$ cat config.mk
export PLATFORM = sky130hd
export DESIGN_NAME = fprc_top
export DESIGN_NICKNAME = d
export VERILOG_FILES = /design/src/verilog/fprc_top.v
export VERILOG_INCLUDE_DIRS = /design/src /design/src/verilog
export SDC_FILE = /design/constraint.sdc
export NUM_CORES = 1
export LEC_CHECK = 0
export BUFFER_PORTS_ARGS = -buffer_cell sky130_fd_sc_hd__buf_4
export CAP_MARGIN = 10
export CELL_PAD_IN_SITES_DETAIL_PLACEMENT = 0
export CELL_PAD_IN_SITES_GLOBAL_PLACEMENT = 1
export CORE_ASPECT_RATIO = 1.1
export CORE_UTILIZATION = 49
export CTS_BUF_LIST = sky130_fd_sc_hd__clkbuf_4
export DETAILED_ROUTE_END_ITERATION = 7
export PLACE_DENSITY_LB_ADDON = 0.25
export SLEW_MARGIN = 10
export SYNTH_ARGS = -nofsm -noshare
export SYNTH_HDL_FRONTEND = slang
export SYNTH_SLANG_ARGS = --single-unit
export TNS_END_PERCENT = 1
$ cat constraint.sdc
create_clock -name clk -period 5.6 [get_ports clk]
set_input_delay 1.12 -clock clk [delete_from_list [all_inputs] [get_ports clk]]
set_output_delay 1.12 -clock clk [all_outputs]
set_load 0.01 [all_outputs]
$ cat src/verilog/fprc_defs.vh
// constants for the flash power and reset control block
`ifndef FPRC_DEFS_VH
`define FPRC_DEFS_VH
`define FPRC_CLK_MHZ        25
`define FPRC_PULSE_RD_US    5
`define FPRC_PULSE_PE_US    25
`define FPRC_RECOV_NS       200
`define FPRC_PULSE_RD_CYC   (`FPRC_PULSE_RD_US * `FPRC_CLK_MHZ)
`define FPRC_PULSE_PE_CYC   (`FPRC_PULSE_PE_US * `FPRC_CLK_MHZ)
`define FPRC_RECOV_CYC      ((`FPRC_RECOV_NS * `FPRC_CLK_MHZ + 999) / 1000)
`define FPRC_SLEEP_CYC      16
`define FPRC_PIN_IDLE       21'h1e0000
`define FPRC_WC_MIN         3
`define FPRC_WC_MAX         34
`define FPRC_CMD_RESET      8'hf0
`define FPRC_CMD_SECSI      8'h88
`define FPRC_CMD_CFGREG     8'hd0
`define FPRC_CMD_LOCK       8'h40
`define FPRC_CMD_ID         8'h90
`define FPRC_CMD_CFI        8'h98
`define FPRC_CMD_BUFLOAD    8'h25
`define FPRC_MODE_ARRAY     3'h0
`define FPRC_MODE_LOCK      3'h1
`define FPRC_MODE_SECSI     3'h2
`define FPRC_MODE_CFG       3'h3
`define FPRC_MODE_IDCFI     3'h4
`endif

$ cat src/verilog/fprc_top.v
// power saving, output gating and reset sequencing for a muxed flash bus
`timescale 1ns/1ps
`include "fprc_defs.vh"
module fprc_top (
   // clock and reset
   input  wire        clk,
   input  wire        reset,
   // flash pins (asynchronous, active low where named _n)
   input  wire        reset_pin_n,
   input  wire        chip_sel_n,
   input  wire        write_n,
   input  wire        out_gate_n,
   input  wire        flash_clk,
   input  wire [15:0] muxed_addr_data_bus_in,
   output reg  [15:0] muxed_addr_data_bus_out,
   output reg         muxed_addr_data_bus_oe,
   output reg         wait_out,
   // core side
   input  wire        core_busy,
   input  wire        sync_mode,
   input  wire [15:0] core_rdata,
   input  wire        core_ready,
   // status
   output reg         standby_q,
   output reg         sleep_q,
   output reg         in_reset_q,
   output reg         read_ready_q,
   output reg  [2:0]  region_q,
   output reg         pulse_short_q,
   output reg         buf_err_q
);
   localparam ST_READ  = 2'h0;
   localparam ST_RESET = 2'h1;
   localparam ST_RECOV = 2'h2;
   localparam [11:0] PULSE_RD = `FPRC_PULSE_RD_CYC;
   localparam [11:0] PULSE_PE = `FPRC_PULSE_PE_CYC;
   localparam [11:0] RECOV    = `FPRC_RECOV_CYC;
   localparam [11:0] SLEEP_N  = `FPRC_SLEEP_CYC;

   // latency budget, counted from a pin edge to the status flop that reports it:
   //    two synchroniser flops, then one registered decision, so about three
   //    clocks; every window in the checker allows for that margin.
   // the pulse and recovery counts are whole clocks of this block's clock, so
   //    a pulse is measured to within one period; the recovery count is
   //    rounded up so reads are never released early.
   // the sleep idle count is a local choice: long enough to skip bus jitter,
   //    short enough that a parked bus quickly drops to low power.
   // the core side (busy, burst mode, read data) is on this clock already and
   //    is used as it arrives; only the pins are synchronised.
   // limitation: a pin pulse shorter than one clock may be missed entirely,
   //    which is harmless for reset since such a pulse is far below minimum.
   // trade-off: the status outputs are all registered, costing one clock of
   //    latency but keeping every top-level output glitch free.

   // one-step increment shared by the reset, recovery and idle counters
   function [11:0] step12;
      input [11:0] v;
      begin
         step12 = v + 12'h001;
      end
   endfunction

   // total bus cycles of a buffer load: header, word count, then count+1 words
   function [6:0] load_len;
      input [5:0] wc;
      begin
         load_len = {1'b0, wc} + 7'h03;
      end
   endfunction

   // two-flop synchronisers for every pin
   // reset loads the idle pin levels so no false edge or change is seen
   // when the block comes out of reset
   reg  [20:0] s1_q;
   reg  [20:0] s2_q;
   wire [20:0] pins = {reset_pin_n, chip_sel_n, write_n, out_gate_n, flash_clk,
                       muxed_addr_data_bus_in};
   always @(posedge clk or posedge reset) begin
      if (reset) begin
         s1_q <= `FPRC_PIN_IDLE;
         s2_q <= `FPRC_PIN_IDLE;
      end else begin
         s1_q <= pins;
         s2_q <= s1_q;
      end
   end
   wire        rst_n_s = s2_q[20];
   wire        cs_n_s  = s2_q[19];
   wire        we_n_s  = s2_q[18];
   wire        oe_n_s  = s2_q[17];
   wire        fclk_s  = s2_q[16];
   wire [15:0] bus_s   = s2_q[15:0];

   // previous samples for edge and change detection
   reg        we_prev_q;
   reg        fclk_prev_q;
   reg [15:0] addr_prev_q;
   always @(posedge clk or posedge reset) begin
      if (reset) begin
         we_prev_q   <= 1'b1;
         fclk_prev_q <= 1'b0;
         addr_prev_q <= 16'h0000;
      end else begin
         we_prev_q   <= we_n_s;
         fclk_prev_q <= fclk_s;
         addr_prev_q <= bus_s;
      end
   end
   // standby is a pure level decode; an embedded operation keeps the device
   // awake even with the chip deselected
   wire in_standby = rst_n_s && cs_n_s && !core_busy;
   wire write_strb = we_prev_q && !we_n_s && !in_standby;
   // any move of the address restarts the idle count; the gate pins play no
   // part, since sleep must not hinge on the control strobes
   wire addr_chg   = (bus_s != addr_prev_q);
   wire fclk_chg   = fclk_s != fclk_prev_q;

   // reset pulse measurement and recovery sequencer
   //    read:  idle, waiting for the reset pin to drop
   //    reset: pin low, the pulse length is counted in clocks
   //    recov: pin released after an interrupted embedded operation; reads
   //           stay blocked until the recovery count has run out
   // whether the pulse met its minimum depends on what was running when it
   // started, so the busy level is captured on entry, not on release.
   // a short pulse still resets the block; it is only reported, because a
   // host that ignores the minimum gets no guarantee either way.
   // the system reset wired to the pin reaches this same path.
   reg [1:0]  st_q;
   reg [11:0] cnt_q;
   reg        busy_at_rst_q;
   always @(posedge clk or posedge reset) begin
      if (reset) begin
         st_q          <= ST_READ;
         cnt_q         <= 12'h000;
         busy_at_rst_q <= 1'b0;
         in_reset_q    <= 1'b0;
         read_ready_q  <= 1'b1;
         pulse_short_q <= 1'b0;
      end else begin
         case (st_q)
            ST_READ: begin
               if (!rst_n_s) begin
                  st_q          <= ST_RESET;
                  cnt_q         <= 12'h001;
                  busy_at_rst_q <= core_busy;
                  in_reset_q    <= 1'b1;
                  read_ready_q  <= 1'b0;
               end
            end
            ST_RESET: begin
               if (rst_n_s) begin
                  // a pulse shorter than the minimum is flagged, but still honoured
                  pulse_short_q <= (cnt_q < (busy_at_rst_q ? PULSE_PE : PULSE_RD));
                  in_reset_q    <= 1'b0;
                  cnt_q         <= 12'h000;
                  if (busy_at_rst_q)
                     st_q <= ST_RECOV;
                  else begin
                     st_q         <= ST_READ;
                     read_ready_q <= 1'b1;
                  end
               end else if (cnt_q != 12'hfff)
                  cnt_q <= step12(cnt_q);
            end
            ST_RECOV: begin
               // reads become valid within the recovery window; the count is the
               // number of clocks since the pin went back high
               if (step12(cnt_q) >= RECOV) begin
                  st_q         <= ST_READ;
                  read_ready_q <= 1'b1;
               end else
                  cnt_q <= step12(cnt_q);
               // a fresh pulse during recovery restarts the measurement
               if (!rst_n_s) begin
                  st_q       <= ST_RESET;
                  cnt_q      <= 12'h001;
                  in_reset_q <= 1'b1;
               end
            end
            default: st_q <= ST_READ;
         endcase
      end
   end

   // command tracking: region entry, software reset exit, buffer load count
   // only the low byte of the bus is decoded; the address half is ignored
   // here because the region codes are unique by data alone.
   // the load counters are one bit wider than any legal load so that an
   // oversize word count is flagged as soon as it arrives and still counted out
   // to its end, rather than wrapping and swallowing the commands that follow.
   reg [1:0] wcyc_q;
   reg [6:0] bcnt_q;
   reg [6:0] blen_q;
   always @(posedge clk or posedge reset) begin
      if (reset) begin
         region_q  <= `FPRC_MODE_ARRAY;
         wcyc_q    <= 2'h0;
         bcnt_q    <= 7'h00;
         blen_q    <= 7'h00;
         buf_err_q <= 1'b0;
      end else if (in_reset_q) begin
         region_q <= `FPRC_MODE_ARRAY;
         bcnt_q   <= 7'h00;
      end else if (write_strb && read_ready_q) begin
         if (bcnt_q != 7'h00) begin
            // word count plus one data words follow the header; inside a load
            // every strobe is a data cycle, so data equal to a command is harmless
            if (wcyc_q == 2'h1) begin
               blen_q    <= load_len(bus_s[5:0]);
               buf_err_q <= (load_len(bus_s[5:0]) > `FPRC_WC_MAX);
               wcyc_q    <= 2'h2;
            end
            if (bcnt_q + 7'h01 >= blen_q && wcyc_q == 2'h2)
               bcnt_q <= 7'h00;
            else
               bcnt_q <= bcnt_q + 7'h01;
         end else if (bus_s[7:0] == `FPRC_CMD_RESET) begin
            // software reset: back to the array from any region, and a no-op
            // when the array is already selected
            region_q <= `FPRC_MODE_ARRAY;
         end else if (bus_s[7:0] == `FPRC_CMD_BUFLOAD &&
                      region_q == `FPRC_MODE_SECSI) begin
            // header cycle of a secured-region load; the count follows next
            bcnt_q <= 7'h01;
            wcyc_q <= 2'h1;
         end else if (region_q == `FPRC_MODE_ARRAY) begin
            case (bus_s[7:0])
               `FPRC_CMD_LOCK:   region_q <= `FPRC_MODE_LOCK;
               `FPRC_CMD_SECSI:  region_q <= `FPRC_MODE_SECSI;
               `FPRC_CMD_CFGREG: region_q <= `FPRC_MODE_CFG;
               `FPRC_CMD_ID:     region_q <= `FPRC_MODE_IDCFI;
               `FPRC_CMD_CFI:    region_q <= `FPRC_MODE_IDCFI;
               default:          region_q <= region_q;
            endcase
         end
      end
   end

   // automatic sleep: stable address and clock, no reset in progress; other pins ignored
   // chip select, write strobe and output gate never touch this counter, so
   // sleep is entered and kept whatever the host does with them.
   // burst mode holds the counter at zero: a burst relies on the device clock
   // and must never find the array asleep.
   reg [11:0] idle_q;
   always @(posedge clk or posedge reset) begin
      if (reset) begin
         idle_q  <= 12'h000;
         sleep_q <= 1'b0;
      end else if (addr_chg || fclk_chg || sync_mode || in_reset_q) begin
         idle_q  <= 12'h000;
         sleep_q <= 1'b0;
      end else if (step12(idle_q) >= SLEEP_N) begin
         sleep_q <= 1'b1;
      end else
         idle_q <= step12(idle_q);
   end

   // output stage: data held in sleep, tri-state by standby or output gate
   // the enable is the only thing the gate and standby act on; the data word
   // itself is kept so that waking or re-enabling shows the same value.
   // wait is left out of the gating on purpose: the host polls it always.
   reg [15:0] data_hold_q;
   always @(posedge clk or posedge reset) begin
      if (reset) begin
         data_hold_q             <= 16'h0000;
         muxed_addr_data_bus_out <= 16'h0000;
         muxed_addr_data_bus_oe  <= 1'b0;
         wait_out                <= 1'b0;
         standby_q               <= 1'b0;
      end else begin
         standby_q <= in_standby;
         // sleep freezes the latch so the bus keeps the last word
         if (core_ready && !sleep_q)
            data_hold_q <= core_rdata;
         // the pins follow the latch only while awake, so the word on the bus
         // cannot slip in the cycle that sleep is entered
         if (!sleep_q)
            muxed_addr_data_bus_out <= data_hold_q;
         muxed_addr_data_bus_oe  <= !oe_n_s && !in_standby && !in_reset_q
                                    && read_ready_q;
         // wait is driven whatever the output gate does
         wait_out <= !core_ready || !read_ready_q;
      end
   end
endmodule

==> impl_metrics.env <==
export IMPL_ctsResizeCount=0
export IMPL_crit_family="flip-flops"
export IMPL_synthSimpleGateAreaFrac=0.139
export IMPL_setup_violations=0
export IMPL_syn_area_mm2=0.00656
export IMPL_synth_area_top_cells="dfrtp_1, mux2_2, ha_1"
export IMPL_tightest_slew_ns=0.835
export IMPL_numCtsBuffers=17
export IMPL_whs_endpoint="s2_q[7]"
export IMPL_synth_top_family_by_area="simple AND/OR/NAND/NOR gates"
export IMPL_status="finished with violations"
export IMPL_worst_path_max_fanout=19
export IMPL_timing_hold_ws_ns=0.356
export IMPL_violations="DRC"
export IMPL_drtIter0Drc=334
export IMPL_overflow=0
export IMPL_hold_viol_final=0
export IMPL_num_rows=43
export IMPL_die_area_mm2=0.0139
export IMPL_skew_ns=0.0115
export IMPL_hpwl_mm=9.03
export IMPL_tritoncts="yes"
export IMPL_min_period_over_period=0.489
export IMPL_path_class="flip-flop to output pin"
export IMPL_netlist_instances=564
export IMPL_grt_pass1_vias=4527
export IMPL_leakage_nw=3.35
export IMPL_cts_root_buf="clkbuf_4"
export IMPL_antenna_found_initial=1
export IMPL_area_delta_synth_final_pct=15.1
export IMPL_cts_max_level=4
export IMPL_powerDensity_mw_per_mm2=328
export IMPL_synth_distinct_cells=69
export IMPL_synth_compound_area_frac=0.118
export IMPL_clkTransAtPathRegs_ns=0.12
export IMPL_vias=4492
export IMPL_clock_sinks=146
export IMPL_wl_per_cell_um=16.0
export IMPL_holdCritPathClass="flip-flop to flip-flop"
export IMPL_dpl_worst_slack_ns=2.52
export IMPL_min_path_cells=0
export IMPL_cp_cell_sequence="buf_4"
export IMPL_setup_ws_ns=2.86
export IMPL_die_height_um=123
export IMPL_crit_path_start_kind="flip-flop"
export IMPL_r2r_setup_slack_ns=2.89
export IMPL_async_reset_ff_frac=1.00
export IMPL_yosysWarnings=0
export IMPL_synth_top_flop_cell="dfrtp_1"
export IMPL_max_stage_delay_ns=0.86
export IMPL_clockBufferDepth=2
export IMPL_yosys_area_top_type="dfrtp_1"
export IMPL_drcViolationCount=1
export IMPL_port_buffers=68
export IMPL_drt_wl_total_mm=12.8
export IMPL_tns_ns=0
export IMPL_ys_ff_latch=146
export IMPL_synth_xor_area_frac=0.0401
export IMPL_worstHoldStart="s1_q[7]"
export IMPL_io_pins=69
export IMPL_route_antenna_remaining_nets=0
export IMPL_ctsHoldBuffers=0
export IMPL_synthMuxAreaShare=0.0698
export IMPL_fin_nets=696
export IMPL_reg2reg_to="read_ready_q"
export IMPL_arrival_ns=1.62
export IMPL_syn_area_per_cell_um2=11.6
export IMPL_synth_edf_count=0
export IMPL_synth_fp_nets=629
export IMPL_dr_pass1_iters=6
export IMPL_slew_viol_final=0
export IMPL_core_mm2=0.0128
export IMPL_required_ns=4.48
export IMPL_vdd_drop_max_mv=0.249
export IMPL_r2r_start="cnt_q[0]"
export IMPL_yosysSeqAreaShare=0.559
export IMPL_start_util=0.512
export IMPL_fmax_mhz=365
export IMPL_grt_max_degree=99
export IMPL_insertion_delay_ns=0.52
export IMPL_synth_top_area_share=0.519
export IMPL_synth_adder_area_share=0.0439
export IMPL_period_minus_slack_ns=2.74
export IMPL_cp_slowest_cell="dfrtp_1"
export IMPL_r2r_cells=7
export IMPL_endpoint_kind="output pin"
export IMPL_post_cts_repair_setup_buffers=0
export IMPL_track_usage=0.205
export IMPL_gp_congestion=0.839
export IMPL_drive_above_1_share=0.255
export IMPL_die_x_um=112
export IMPL_timing_slew_headroom=0.443
export IMPL_avgViaCountPerCell=5.61
export IMPL_rsz0062_at_grt="false"
export IMPL_max_cap_violations=0
export IMPL_critPathBufInv=1
export IMPL_grt_first_pass_wirelength_mm=22.0
-- registers in the layout (all words and copies together), names as in the netlist --
signal,count
wait_out,1
read_ready_q,1
s2_q,21
sleep_q,1
buf_err_q,1
bcnt_q,7
muxed_addr_data_bus_oe,1
st_q,2
we_prev_q,1
blen_q,7
wcyc_q,2
data_hold_q,16
cnt_q,12
pulse_short_q,1
region_q,3
busy_at_rst_q,1
addr_prev_q,16
standby_q,1
idle_q,12
muxed_addr_data_bus_out,16
in_reset_q,1
s1_q,21
fclk_prev_q,1
-- stage by stage --
step | power (mW) | instance area [µm²] | utilization | cells
6_report | 2.47 | 7550 | 0.590 | 801
5_1_grt | 2.60 | 7550 | 0.590 | 801
4_1_cts | 2.50 | 7550 | 0.590 | 800
3_5_place_dp | 1.70 | 7190 | 0.561 | 769
3_3_place_gp | 1.69 | 7190 | 0.561 | 769
2_1_floorplan | 1.54 | 6560 | - | 564
-- layout by cell type, fill, tap and decap left out, drive strengths merged, types with 4 or more instances in the layout --
master  instances
a21o            6
a21oi          19
a31oi           8
a32o            4
and2           10
and3            6
buf            70
bufinv          5
clkbuf         18
dfrtp         136
dfstp          10
ha             23
inv            33
mux2           38
nand2          30
nand3          20
nand3b          4
nand4          11
nor2           33
nor2b           6
nor3           13
nor4            6
o211ai          6
o21ai          29
o31a            6
o31ai           4
or3             6
or4             4
xnor2          18
xor2           12
-- Yosys cell counts (7+ instances only) --
master,count
dfrtp_1,136
mux2_2,37
nor2_1,33
nand2_1,30
inv_1,28
o21ai_0,25
ha_1,23
nand3_1,20
a21oi_1,19
xnor2_1,18
clkbuf_1,15
xor2_1,12
nand4_1,11
nor3_1,11
and2_1,10
dfstp_2,10
a31oi_1,7
-- how the worst max path moves through the flow --
stage,start,cells after the start,slack [ns],to
2_1_floorplan,reset,1,0.57,addr_prev_q[0]
3_3_place_gp,core_busy,6,2.61,blen_q[2]
3_5_place_dp,core_busy,6,2.52,blen_q[2]
4_1_cts,sleep_q,1,2.76,sleep_q
5_1_grt,sleep_q,1,2.70,sleep_q
6_report,sleep_q,1,2.86,sleep_q
-- worst reg2reg max path, delay by kind of cell (launching register included) --
kind	cells	cell delay [ns]
AO/OA/AOI/OAI	3	0.78
adder cells (fa/ha/maj)	1	0.33
flip-flops	1	0.52
multiplexers	1	0.35
AND/OR/NAND/NOR	2	0.66
-- layer usage --
metal	track usage	wire length, µm	up-vias
li1	-	-	2161
met1	0.259	5740	2217
met2	0.343	6260	95
met3	0.0466	549	19
met4	0.0883	224	0
met5	0	0	-
-- where the power goes --
part | switching, mW | total [mW] | internal [mW]
clock network | 0.381 | 0.794 | 0.414
registers | 0.0855 | 1.22 | 1.14
logic | 0.249 | 0.457 | 0.208
-- layout make-up --
type                            instances  area (µm²)
Sequential cell                       146        3670
Tap cell                              157         196
Clock buffer                           18         135
Antenna cell                            1        2.50
Timing Repair Buffer                   70         526
Clock inverter                         13         224
Fill cell                            1087        5250
Multi-Input combinational cell        368        2690
Inverter                               28         110
-- kinds of logic after synthesis --
family | Yosys count
buffers and inverters | 50
adder cells (fa/ha/maj) | 23
AO/OA/AOI/OAI | 109
multiplexers | 41
flip-flops | 146
AND/OR/NAND/NOR | 165
XOR/XNOR | 30
Note: power is estimated with default switching activity, not from simulation.
